$ cat src/sdci_pkg.sv
// Shared constants and types of the SDRAM command interface.
// Assumes a single 40 MHz clock; every width and count but the precharge counter width lives here.
package sdci_pkg;

  ////////////////////////////////////////////////////////////////////////////
  // Clock and timing
  localparam int CLK_PERIOD_PS       = 25000;
  localparam int PRECHARGE_PERIOD_PS = 20000;
  localparam int PRECHARGE_PERIOD_CYC_RAW =
    (PRECHARGE_PERIOD_PS + CLK_PERIOD_PS - 1) / CLK_PERIOD_PS;
  localparam int PRECHARGE_PERIOD_CYC =
    (PRECHARGE_PERIOD_CYC_RAW < 1) ? 1 : PRECHARGE_PERIOD_CYC_RAW;

  ////////////////////////////////////////////////////////////////////////////
  // Array geometry
  localparam int BANKS     = 4;
  localparam int BANK_W    = 2;
  localparam int ROW_W     = 12;
  localparam int ADDR_W    = 12;
  localparam int COL_W     = 11;
  localparam int DQ_W      = 16;
  localparam int LANES     = 2;
  localparam int MODE_W    = 14;
  localparam int AUTO_CLOSE_BIT = 10;
  localparam int ADDR_TOP_BIT   = 11;
  localparam logic [COL_W-1:0] COL_MASK_X4  = 11'h7ff;
  localparam logic [COL_W-1:0] COL_MASK_X8  = 11'h3ff;
  localparam logic [COL_W-1:0] COL_MASK_X16 = 11'h1ff;

  ////////////////////////////////////////////////////////////////////////////
  // Mode register layout
  localparam int MR_BL_LSB   = 0;
  localparam int MR_BL_W     = 3;
  localparam int MR_TYPE_BIT = 3;
  localparam int MR_CL_LSB   = 4;
  localparam int MR_CL_W     = 3;
  localparam int MR_WB_BIT   = 9;
  localparam logic [MODE_W-1:0] MODE_RESET = 14'h0000;
  localparam logic [MR_BL_W-1:0] BL_1    = 3'h0;
  localparam logic [MR_BL_W-1:0] BL_2    = 3'h1;
  localparam logic [MR_BL_W-1:0] BL_4    = 3'h2;
  localparam logic [MR_BL_W-1:0] BL_8    = 3'h3;
  localparam logic [MR_BL_W-1:0] BL_PAGE = 3'h7;
  localparam logic [MR_CL_W-1:0] CL_3    = 3'h3;

  ////////////////////////////////////////////////////////////////////////////
  // Types
  typedef enum logic [1:0] {SDCI_X4, SDCI_X8, SDCI_X16} sdci_org_t;

  typedef enum logic [3:0] {
    CMD_INHIBIT, CMD_NOP, CMD_ACTIVATE, CMD_READ, CMD_WRITE,
    CMD_TERMINATE, CMD_PRECHARGE, CMD_REFRESH, CMD_MODE_LOAD
  } sdci_cmd_t;

  // Chip select held active high so an all-zero reset means deselected
  typedef struct packed {
    logic              cke;
    logic              sel;
    logic              ras_n;
    logic              cas_n;
    logic              we_n;
    logic [BANK_W-1:0] bank;
    logic [ADDR_W-1:0] addr;
    logic [LANES-1:0]  dqm;
    logic [DQ_W-1:0]   dq;
  } sdci_pins_t;

endpackage

$ cat src/sdci_burst_if.sv
// Link between the command decoder and the burst column generator.
// Both ends run on the same clock.
`timescale 1ns/1ps
interface sdci_burst_if;
  logic                        start;
  logic                        is_write;
  logic [sdci_pkg::COL_W-1:0]  col;
  logic [sdci_pkg::MR_BL_W-1:0] len_code;
  logic                        interleave;
  logic [sdci_pkg::COL_W-1:0]  col_mask;
  logic                        stop;
  logic                        valid;
  logic                        write;
  logic [sdci_pkg::COL_W-1:0]  cur_col;
  logic                        last;

  modport ctrl (output start, is_write, col, len_code, interleave, col_mask, stop,
                input  valid, write, cur_col, last);
  modport gen  (input  start, is_write, col, len_code, interleave, col_mask, stop,
                output valid, write, cur_col, last);
endinterface

$ cat src/sdci_core.sv
// Command decode and bank control of a four-bank synchronous DRAM.
// Assumes the controller pins arrive unsynchronised and the cell array
// sits outside, answering a read in the same cycle it is addressed.
//
// Our own choices: the placing of the registers and the plain strobed port.
`timescale 1ns/1ps
module sdci_core #(
  parameter sdci_pkg::sdci_org_t ORG = sdci_pkg::SDCI_X16,
  parameter int PRE_CYC              = sdci_pkg::PRECHARGE_PERIOD_CYC,
  parameter int PRE_W                = 4
) (
  input  wire logic                             i_mclk,
  input  wire logic                             i_reset,
  input  wire logic                             i_cke,
  input  wire logic                             i_cs_n,
  input  wire logic                             i_ras_n,
  input  wire logic                             i_cas_n,
  input  wire logic                             i_we_n,
  input  wire logic                             i_bank_select_low,
  input  wire logic                             i_bank_select_high,
  input  wire logic [sdci_pkg::ADDR_W-1:0]      i_addr,
  input  wire logic [sdci_pkg::LANES-1:0]       i_dqm,
  input  wire logic [sdci_pkg::DQ_W-1:0]        i_dq,
  output logic      [sdci_pkg::DQ_W-1:0]        o_dq,
  output logic      [sdci_pkg::LANES-1:0]       o_dq_oe,
  output logic                                  o_arr_we,
  output logic                                  o_arr_re,
  output logic      [sdci_pkg::BANK_W-1:0]      o_arr_bank,
  output logic      [sdci_pkg::ROW_W-1:0]       o_arr_row,
  output logic      [sdci_pkg::COL_W-1:0]       o_arr_col,
  output logic      [sdci_pkg::DQ_W-1:0]        o_arr_wdata,
  output logic      [sdci_pkg::LANES-1:0]       o_arr_lane_we,
  input  wire logic [sdci_pkg::DQ_W-1:0]        i_arr_rdata,
  output logic                                  o_refresh,
  output logic      [sdci_pkg::ROW_W-1:0]       o_refresh_row,
  output logic                                  o_self_refresh,
  output logic      [sdci_pkg::BANKS-1:0]       o_bank_open,
  output logic      [sdci_pkg::MODE_W-1:0]      o_mode
);

  ////////////////////////////////////////////////////////////////////////////
  // Elaboration checks
  generate
    if (PRE_CYC < 1 || PRE_CYC >= (1 << PRE_W)) begin : g_bad_pre
      $error("Precharge count does not fit its counter");
    end
  endgenerate

  localparam logic [PRE_W-1:0] PRE_LOAD = PRE_W'(PRE_CYC);
  localparam logic [PRE_W-1:0] PRE_ONE  = PRE_W'(1);

  // Lanes that carry data for the chosen organisation
  localparam logic [sdci_pkg::LANES-1:0] LANE_USED =
    (ORG == sdci_pkg::SDCI_X16) ? 2'h3 : 2'h1;

  // Column space of one row
  localparam logic [sdci_pkg::COL_W-1:0] COL_MASK =
    (ORG == sdci_pkg::SDCI_X4) ? sdci_pkg::COL_MASK_X4 :
    (ORG == sdci_pkg::SDCI_X8) ? sdci_pkg::COL_MASK_X8 :
                                 sdci_pkg::COL_MASK_X16;

  ////////////////////////////////////////////////////////////////////////////
  // State
  typedef struct packed {
    sdci_pkg::sdci_pins_t                                   p1;
    sdci_pkg::sdci_pins_t                                   p2;
    logic [sdci_pkg::MODE_W-1:0]                            mode;
    logic [sdci_pkg::BANKS-1:0]                             open;
    logic [sdci_pkg::BANKS-1:0][sdci_pkg::ROW_W-1:0]        row;
    logic [sdci_pkg::BANKS-1:0][PRE_W-1:0]                  pre;
    logic [sdci_pkg::BANK_W-1:0]                            bbank;
    logic                                                   bauto;
    logic                                                   selfref;
    logic                                                   refresh;
    logic [sdci_pkg::ROW_W-1:0]                             rcount;
    logic [sdci_pkg::ROW_W-1:0]                             rrow;
    logic                                                   acc_we;
    logic                                                   acc_re;
    logic [sdci_pkg::BANK_W-1:0]                            acc_bank;
    logic [sdci_pkg::ROW_W-1:0]                             acc_row;
    logic [sdci_pkg::COL_W-1:0]                             acc_col;
    logic [sdci_pkg::DQ_W-1:0]                              acc_wdata;
    logic [sdci_pkg::LANES-1:0]                             acc_lane_we;
    logic                                                   pipe_vld;
    logic [sdci_pkg::DQ_W-1:0]                              pipe_data;
    logic [sdci_pkg::LANES-1:0]                             dqm_p;
    logic [sdci_pkg::DQ_W-1:0]                              dq;
    logic [sdci_pkg::LANES-1:0]                             oe;
  } sdci_core_t;

  sdci_core_t q;
  sdci_core_t d;
  sdci_pkg::sdci_cmd_t cmd;
  sdci_pkg::sdci_pins_t pin;
  sdci_pkg::sdci_pins_t s;
  logic [sdci_pkg::COL_W-1:0] col;
  logic [sdci_pkg::MR_CL_W-1:0] cl;
  logic [sdci_pkg::BANK_W-1:0] abank;
  logic rd_vld;
  logic [sdci_pkg::DQ_W-1:0] rd_data;

  sdci_burst_if bif ();

  sdci_burst u_burst (
    .i_mclk  (i_mclk),
    .i_reset (i_reset),
    .bus     (bif.gen)
  );

  ////////////////////////////////////////////////////////////////////////////
  // Pin capture
  always_comb begin
    pin.cke   = i_cke;
    pin.sel   = ~i_cs_n;
    pin.ras_n = i_ras_n;
    pin.cas_n = i_cas_n;
    pin.we_n  = i_we_n;
    pin.bank  = {i_bank_select_high, i_bank_select_low};
    pin.addr  = i_addr;
    pin.dqm   = i_dqm;
    pin.dq    = i_dq;
  end

  assign s = q.p2;

  ////////////////////////////////////////////////////////////////////////////
  // Command decode on the sampled edge
  always_comb begin
    if (!s.sel || q.selfref) begin
      cmd = sdci_pkg::CMD_INHIBIT;
    end else begin
      case ({s.ras_n, s.cas_n, s.we_n})
        3'h7:    cmd = sdci_pkg::CMD_NOP;
        3'h3:    cmd = sdci_pkg::CMD_ACTIVATE;
        3'h5:    cmd = sdci_pkg::CMD_READ;
        3'h4:    cmd = sdci_pkg::CMD_WRITE;
        3'h6:    cmd = sdci_pkg::CMD_TERMINATE;
        3'h2:    cmd = sdci_pkg::CMD_PRECHARGE;
        3'h1:    cmd = sdci_pkg::CMD_REFRESH;
        3'h0:    cmd = sdci_pkg::CMD_MODE_LOAD;
        default: cmd = sdci_pkg::CMD_NOP;
      endcase
    end
  end

  // Starting column by organisation
  always_comb begin
    case (ORG)
      sdci_pkg::SDCI_X4:
        col = {s.addr[sdci_pkg::ADDR_TOP_BIT], s.addr[9:0]};
      sdci_pkg::SDCI_X8:
        col = {1'b0, s.addr[9:0]};
      default:
        col = {2'h0, s.addr[8:0]};
    endcase
  end

  ////////////////////////////////////////////////////////////////////////////
  // Burst request
  logic access_ok;

  always_comb begin
    access_ok = ((cmd == sdci_pkg::CMD_READ) || (cmd == sdci_pkg::CMD_WRITE)) &&
                q.open[s.bank];
    bif.start      = access_ok;
    bif.is_write   = (cmd == sdci_pkg::CMD_WRITE);
    bif.col        = col;
    bif.interleave = q.mode[sdci_pkg::MR_TYPE_BIT];
    bif.col_mask   = COL_MASK;
    // Single-write mode shortens write bursts to one column
    if (bif.is_write && q.mode[sdci_pkg::MR_WB_BIT]) begin
      bif.len_code = sdci_pkg::BL_1;
    end else begin
      bif.len_code = q.mode[sdci_pkg::MR_BL_LSB +: sdci_pkg::MR_BL_W];
    end
    // Closing the burst's bank also cuts the burst short
    bif.stop = (cmd == sdci_pkg::CMD_TERMINATE) ||
               ((cmd == sdci_pkg::CMD_PRECHARGE) &&
                (s.addr[sdci_pkg::AUTO_CLOSE_BIT] || (s.bank == q.bbank)));
  end

  ////////////////////////////////////////////////////////////////////////////
  // Read return path
  always_comb begin
    cl = q.mode[sdci_pkg::MR_CL_LSB +: sdci_pkg::MR_CL_W];
    // Latency below two is not served: the array access is registered
    if (cl == sdci_pkg::CL_3) begin
      rd_vld  = q.pipe_vld;
      rd_data = q.pipe_data;
    end else begin
      rd_vld  = q.acc_re;
      rd_data = i_arr_rdata;
    end
  end

  ////////////////////////////////////////////////////////////////////////////
  // Next state
  always_comb begin
    d = q;
    d.p1 = pin;
    d.p2 = q.p1;
    d.refresh = 1'b0;
    abank = bif.start ? s.bank : q.bbank;

    if (bif.start) begin
      d.bbank = s.bank;
      d.bauto = s.addr[sdci_pkg::AUTO_CLOSE_BIT];
    end

    // Array access, one column per cycle of the burst
    d.acc_we      = bif.valid & bif.write;
    d.acc_re      = bif.valid & ~bif.write;
    d.acc_bank    = abank;
    d.acc_row     = q.row[abank];
    d.acc_col     = bif.cur_col;
    d.acc_wdata   = s.dq;
    d.acc_lane_we = ~s.dqm & LANE_USED;

    for (int b = 0; b < sdci_pkg::BANKS; b++) begin
      if (q.pre[b] != '0) begin
        d.pre[b] = q.pre[b] - PRE_ONE;
      end
      if ((cmd == sdci_pkg::CMD_ACTIVATE) && (s.bank == b[sdci_pkg::BANK_W-1:0]) &&
          !q.open[b] && (q.pre[b] == '0)) begin
        d.open[b] = 1'b1;
        d.row[b]  = s.addr;
      end
      if ((cmd == sdci_pkg::CMD_PRECHARGE) && q.open[b] &&
          (s.addr[sdci_pkg::AUTO_CLOSE_BIT] || (s.bank == b[sdci_pkg::BANK_W-1:0]))) begin
        d.open[b] = 1'b0;
        d.pre[b]  = PRE_LOAD;
      end
      // Burst end with auto close; a truncated burst leaves the row open
      if (bif.valid && bif.last && d.bauto && (abank == b[sdci_pkg::BANK_W-1:0])) begin
        d.open[b] = 1'b0;
        d.pre[b]  = PRE_LOAD;
      end
    end

    if (cmd == sdci_pkg::CMD_REFRESH) begin
      if (s.cke) begin
        d.refresh = 1'b1;
        d.rrow    = q.rcount;
        d.rcount  = q.rcount + 12'h001;
      end else begin
        d.selfref = 1'b1;
      end
    end
    // Self refresh holds until the clock enable is seen high again
    if (q.selfref && s.cke) begin
      d.selfref = 1'b0;
    end

    if (cmd == sdci_pkg::CMD_MODE_LOAD) begin
      d.mode = {s.bank, s.addr};
    end

    d.pipe_vld  = q.acc_re;
    d.pipe_data = i_arr_rdata;
    d.dqm_p     = s.dqm;
    d.dq        = rd_data;
    d.oe        = {sdci_pkg::LANES{rd_vld}} & ~q.dqm_p & LANE_USED;
  end

  always_ff @(posedge i_mclk or posedge i_reset) begin
    if (i_reset) begin
      q <= '0;
    end else begin
      q <= d;
    end
  end

  ////////////////////////////////////////////////////////////////////////////
  // Outputs
  assign o_dq           = q.dq;
  assign o_dq_oe        = q.oe;
  assign o_arr_we       = q.acc_we;
  assign o_arr_re       = q.acc_re;
  assign o_arr_bank     = q.acc_bank;
  assign o_arr_row      = q.acc_row;
  assign o_arr_col      = q.acc_col;
  assign o_arr_wdata    = q.acc_wdata;
  assign o_arr_lane_we  = q.acc_lane_we;
  assign o_refresh      = q.refresh;
  assign o_refresh_row  = q.rrow;
  assign o_self_refresh = q.selfref;
  assign o_bank_open    = q.open;
  assign o_mode         = q.mode;

endmodule

$ cat src/sdci_burst.sv
// Burst column sequencer: walks the columns of one read or write burst.
// Assumes start and stop come from logic on the same clock.
`timescale 1ns/1ps
module sdci_burst (
  input  wire logic i_mclk,
  input  wire logic i_reset,
  sdci_burst_if.gen bus
);

  typedef struct packed {
    logic                       active;
    logic                       write;
    logic                       ilv;
    logic                       page;
    logic [sdci_pkg::COL_W-1:0] base;
    logic [sdci_pkg::COL_W-1:0] mask;
    logic [sdci_pkg::COL_W-1:0] count;
  } sdci_bst_t;

  sdci_bst_t q;
  sdci_bst_t d;
  logic [sdci_pkg::COL_W-1:0] cnt;
  logic [sdci_pkg::COL_W-1:0] lmask;

  ////////////////////////////////////////////////////////////////////////////
  always_comb begin
    d = q;
    case (bus.len_code)
      sdci_pkg::BL_2:    lmask = 11'h001;
      sdci_pkg::BL_4:    lmask = 11'h003;
      sdci_pkg::BL_8:    lmask = 11'h007;
      sdci_pkg::BL_PAGE: lmask = bus.col_mask;
      default:           lmask = 11'h000;
    endcase
    // A new start overrides any burst still running
    if (bus.start) begin
      d.write = bus.is_write;
      d.ilv   = bus.interleave;
      d.page  = (bus.len_code == sdci_pkg::BL_PAGE);
      d.base  = bus.col;
      d.mask  = lmask;
      cnt     = 11'h000;
    end else begin
      cnt = q.count;
    end
    bus.valid = bus.start | (q.active & ~bus.stop);
    bus.write = d.write;
    // Column order within the burst block
    if (d.ilv) begin
      bus.cur_col = (d.base & ~d.mask) | ((d.base ^ cnt) & d.mask);
    end else begin
      bus.cur_col = (d.base & ~d.mask) | ((d.base + cnt) & d.mask);
    end
    // Full page bursts never end on their own
    bus.last = ~d.page & (cnt == d.mask);
    d.active = bus.valid & ~bus.last;
    d.count  = cnt + 11'h001;
  end

  always_ff @(posedge i_mclk or posedge i_reset) begin
    if (i_reset) begin
      q <= '0;
    end else begin
      q <= d;
    end
  end

endmodule

$ cat config.mk
export PLATFORM = sky130hd
export DESIGN_NAME = sdci_core
export DESIGN_NICKNAME = d
export VERILOG_FILES = /design/src/sdci_pkg.sv /design/src/sdci_burst_if.sv /design/src/sdci_core.sv /design/src/sdci_burst.sv
export SDC_FILE = /design/constraint.sdc
export NUM_CORES = 1
export LEC_CHECK = 0
export ABC_AREA = 1
export BUFFER_PORTS_ARGS = -buffer_cell sky130_fd_sc_hd__buf_4
export CAP_MARGIN = 5
export CORE_UTILIZATION = 30
export DETAILED_ROUTE_END_ITERATION = 16
export PLACE_DENSITY = 0.47
export SLEW_MARGIN = 5
export SYNTH_ARGS = -nofsm -noshare
export SYNTH_HDL_FRONTEND = slang
export SYNTH_SLANG_ARGS = --single-unit
$ cat constraint.sdc
create_clock -name i_mclk -period 12.1 [get_ports i_mclk]
set_clock_uncertainty 0.2 [all_clocks]
set_input_delay 0.605 -clock i_mclk [delete_from_list [all_inputs] [get_ports i_mclk]]
set_output_delay 0.605 -clock i_mclk [all_outputs]
set_load 0.03 [all_outputs]
## Yosys cells after proc, flatten, opt, wreduce, memory -nomap -nowiden

Memories as Yosys holds them, arrays and structs flattened.
Index checks and enable logic that the tools add are counted.

- Output and inout port bits: 95
- Memory bits (read-only): 32
- Bits in registers: 304
- Memories kept: 1
- Word-level logic and storage cells: 214

- Bitwise operators: 21
- Reductions and logical operators: 64
- Equal/unequal tests: 21
- Multiplexer cells: 42
- Add/sub/neg operators: 7
- $lt $le $gt $ge: 2

Memories:

| memory | depth | bits a word | rd ports | clocked after memory_dff | wr ports | RTL line | RTL |
|---|---|---|---|---|---|---|---|
| (name not given) | 8 | 4 | 1 | 0 | 0 | sdci_core.sv:132 | `case ({s.ras_n, s.cas_n, s.we_n})` |

Operators by type and width:

| operator | count |
|---|---|
| $mux W4 | 13 |
| $mux W25 | 2 |
| $pmux W9 S4 | 1 |
| $and A11 B11 Y11 | 3 |
| $logic_and A1 B1 Y1 | 30 |
| $mux W26 | 1 |
| $bmux W12 S2 | 1 |
| $reduce_bool A3 Y1 | 8 |
| $mux W11 | 2 |
| $or A11 B11 Y11 | 2 |
| $mux W1 | 17 |
| $eq A4 B3 Y1 const B | 4 |
| $logic_not A4 Y1 | 4 |
| $mux W16 | 1 |
| $reduce_bool A4 Y1 | 4 |
| $sub A4 B1 Y4 const B | 4 |
| $add A12 B1 Y12 const B | 1 |
| $mux W12 | 1 |
| $add A11 B1 Y11 const B | 1 |
| $add A11 B11 Y11 | 1 |
| $eq A11 B11 Y1 | 1 |
| $not A11 Y11 | 1 |
| $xor A11 B11 Y11 | 1 |
| $eq A3 B2 Y1 const B | 3 |
| other kinds (22) | 50 |

## Longest topological paths before layout

- Word-level depth: 15
- Mapped depth: 25

## Hierarchy

A second synthesis with hierarchy kept.

- Cells, all modules: 1296
- Area total of the unflattened synthesis: 12789.8 um^2

By module, submodules not included:

| module | instances | cells an instance | area each (um^2) |
|---|---|---|---|
| sdci_core | 1 | 917 | 10176.0 |
| sdci_burst | 1 | 379 | 2613.8 |

## Least setup slack after synthesis

OpenSTA, ideal clock, no wires.

- Path kind: reg-to-reg
- Start: register q[226] in the netlist's numbering
- End: register q, in the netlist o_arr_col[10]
- Slack: 8.319 ns
- Data required time: 11.817 ns
- Arrival time: 3.498 ns
- Cell stages (with the launch flop): 25
- Path through: dfrtp_1 inv_1 ha_1 nand2_1 nand2_2 nand2_1 nand3_1 nand2_1 nand2_4 buf_2 buf_2 buf_2 o21ai_0 ha_1 fa_1 nand3_1 nand2_1 a21boi_0 o21ai_0 a21oi_1 nor2_1 o21ai_0 xor2_1 nand2_1 o21ai_0

RTL lines:

| item | RTL line | RTL |
|---|---|---|
| from (decl) | sdci_core.sv:91 | `sdci_core_t q;` |
| from (signal assigned) | sdci_core.sv:267 | `q <= '0;` |
| from (signal assigned) | sdci_core.sv:269 | `q <= d;` |

==> impl_results.md <==
* First-pass GRT wire length at 42.8 mm
* Root Buffer Master: clkbuf_16
* Die width at 204 um
* Hold Buf Count CTS at 53
* RSZ-0062 raised after global routing: no
* TNS Setup at 0 ps
* Reg clk slew, reported paths at 60 ps
* Cell taking the most area after synthesis: dfrtp_1
* Ys Warns at 0
* Die ar. at 41500 um2
* Peak VDD IR at 84.4 uV
* Synthesized Nets at 1192
* Synthesis-stage register bit count at 304
* CTS Sinks at 304
* Number of port buffers at 149
* Register area share after synthesis at 62.3%
* Dpl cells at 1681
* Critical path arrival at 4300 ps
* Period utilization at 33.5%
* DRT met1 WL at 12.5 mm
* Synth Area per Inst at 10.9 um2
* CTS tree: built
* Fin nets at 1324
* Synth top area cells: dfrtp_1, nand2_1, buf_4, o21ai_0, inv_1
* CP Launch Type: register
* Min cycle time layout at 4050 ps
* Detail Route Antenna Nets at 0
* CTS Buffer Depth at 3
* Global Route Usage Sum at 13.2%
* DP Wirelength at 17.3 mm
* Finished Layout Cells at 1793
* Drt pass-1 iters at 5
* Initial DRC Count at 419
* WS Path Type: register to register
* Met2 WL at 11.7 mm
* Initial core utilization at 30.6%
* CTS buffer count at 36
* Relative slew slack at 30.5%
* Top Layer Used: met4
* Area occupied by multi-input gates at 3400 um2
* Antenna violations before repair at 0
* EDFF count, synth at 0
* Ys flop type: dfrtp_1
* Worst-skew pair later-pin latency at 530 ps
* Placed Instance Area at 13200 um2
* Fmax at 247 MHz
* Htree depth at 2
* Final setup violation count at 0
* Core Rows at 73
* Average routed wire per standard cell at 14.7 um
* Post-Syn Instances at 1115
* Outcome: completed
* Avg Vias per Cell at 4.26
* Slew Limit Fails at 0
* Fillers at 3941
* Max cap viols at 0
* Synthesis-to-finish area growth at 22.3%
* Gr ovfl total at 0
* Post-synthesis cell area at 12200 um2
* Lkg Pwr at 7.26 nW
* GP Congestion at 0.764
* Synth cell types at 42
* CP max FO at 45
* I/O Pins at 150
* Final hold vios at 0
* Chip height at 204 um
* PwrDens at 217 nW/um2
* Actual slew at the worst max-slew pin at 1040 ps
* Cell area after layout at 14900 um2
* Top-area cell type share of the netlist area at 62.3%
* Core region area at 39900 um2
* Worst Hold Class: primary input to asynchronous set/reset pin
* Largest net degree at the start of global routing at 119
* Number of gates resized after CTS at 0
* Antenna Diode Count at 0
* WP data required at 12340 ps
* Setup Buffers After CTS at 0
* Post-route DRC at 0
* Asr flop ratio synth at 100%
* Crit path capture type: register
* Vias at 7632
* Met3 WL post-DR at 1.53 mm
* Final WL at 26.4 mm
* Vias in the first global route at 7891
* Layout cells sized above 1 at 23.4%
* Register area at 7610 um2
==> synth_stat cells, types with 2 or more instances <==
library cell,count
o21ai_0,88
mux2_2,21
buf_6,2
nand4_1,5
nand2_2,16
a31oi_1,2
nor3_1,9
ha_1,21
buf_4,91
xnor2_1,8
o21ai_2,3
o211ai_1,5
dfrtp_1,304
o31ai_1,2
nand2_4,2
clkbuf_1,13
nor3_2,7
a22oi_1,19
xor2_1,33
buf_2,7
nor2_4,5
o21ai_1,3
nand3_1,41
nand3_2,10
nor2_1,63
a21oi_1,19
nor2_2,4
nand3b_1,6
inv_2,16
inv_1,94
nand2_1,185
==> routing by layer <==
layer | up-vias | GRT usage (%)
met1 | 3676 | 17.8
met4 | 0 | 4.51
met2 | 163 | 20.3
met5 | - | 0
li1 | 3746 | -
met3 | 47 | 3.66
==> final timing paths <==
check / from / endpoint / slack, ps / cells past startpoint
worst min-delay path: i_reset / d[50]$_DFF_PP0_ / 20 / 2
worst min register to register: d[54]$_DFF_PP0_ / o_arr_wdata[15]$_DFF_PP0_ / 150 / 0
min in group i_mclk: d[54]$_DFF_PP0_ / o_arr_wdata[15]$_DFF_PP0_ / 150 / 0
worst max-delay path: q[226]$_DFF_PP0_ / o_arr_col[10]$_DFF_PP0_ / 8050 / 21
max in group asynchronous: i_reset / o_refresh_row[8]$_DFFE_PP0P_ / 9550 / 4
worst max register to register: q[226]$_DFF_PP0_ / o_arr_col[10]$_DFF_PP0_ / 8050 / 21
==> where the power goes <==
part	total, mW	switching, mW	leakage [nW]	internal, mW
Combinational	0.868	0.547	2.88	0.321
Sequential	1.30	0.0905	3.81	1.21
Clock	1.07	0.417	0.573	0.653
==> sequential cells by signal (all words and copies together), names as in the netlist <==
signal          count
q                 108
d                  55
u_burst.q          37
o_arr_wdata        16
o_dq               16
o_mode             14
o_arr_row          12
o_refresh_row      12
o_arr_col          11
bif.col             9
o_bank_open         4
o_arr_bank          2
o_arr_lane_we       2
o_dq_oe             2
o_arr_re            1
o_arr_we            1
o_refresh           1
o_self_refresh      1
==> placed cells by master (no fill, tap or decap), types with 2 or more instances in the layout <==
cell type / netlist / layout
dfrtp_1: 304 / 304
nand2_1: 185 / 185
buf_4: 91 / 154
inv_1: 94 / 93
o21ai_0: 88 / 88
nor2_1: 63 / 63
dlygate4sd3_1: 0 / 53
nand3_1: 41 / 41
clkbuf_16: 0 / 37
xor2_1: 33 / 33
mux2_2: 21 / 21
ha_1: 21 / 21
a22oi_1: 19 / 19
a21oi_1: 19 / 19
inv_2: 16 / 16
nand2_2: 16 / 16
nand3_2: 10 / 10
nor3_1: 9 / 9
clkbuf_8: 0 / 9
xnor2_1: 8 / 8
nor3_2: 7 / 7
clkbuf_1: 13 / 7
nand3b_1: 6 / 6
o211ai_1: 5 / 5
nand4_1: 5 / 5
nor2_4: 5 / 5
nor2_2: 4 / 4
clkinv_2: 0 / 4
o21ai_1: 3 / 3
o21ai_2: 3 / 3
a31oi_1: 2 / 2
o31ai_1: 2 / 2
nand2_4: 2 / 2
bufinv_16: 0 / 2
==> cell families after synthesis <==
family,Yosys count,share of synthesized area [%]
AND/OR/NAND/NOR,357,13.8
flip-flops,304,62.3
buffers and inverters,224,9.90
AO/OA/AOI/OAI,145,6.69
XOR/XNOR,41,2.94
multiplexers,22,2.02
adder cells (fa/ha/maj),22,2.32
==> metrics by stage <==
| stage | utilization [%] | power, mW | worst slack, ps | hold slack [ps] |
|---|---|---|---|---|
| finish | 37.4 | 3.24 | 8050 | 16.3 |
| floorplan | - | 1.99 | 2890 | 131 |
| global route | 37.4 | 3.45 | 7530 | 72.1 |
| CTS | 37.4 | 3.30 | 7990 | 52.7 |
| global placement | 33.2 | 2.17 | 8150 | 132 |
| detailed placement | 33.2 | 2.18 | 8030 | 135 |
==> layout make-up <==
class,count,area share (%)
clock buffers,53,7.20
clock inverters,6,0.536
inverters,111,2.86
multi-input cells,587,22.8
flip-flops and latches,304,50.9
well taps,525,4.40
repair buffers,207,11.3
==> worst max-delay path: stages (launching register included) <==
cell and delay, ps:
dfrtp_1 430, inv_1 100, ha_1 300, nand2_1 60, nand2_2 120, nand2_1 60, nand3_1 80, nand2_1 90
nand2_4 360, o21ai_0 260, ha_1 270, fa_1 390, nand3_1 80, nand2_1 70, a21boi_0 230, o21ai_0 160
a21oi_1 150, nor2_1 50, o21ai_0 200, xor2_1 160, nand2_1 60, o21ai_0 70
(Power assumes the default switching activity.)
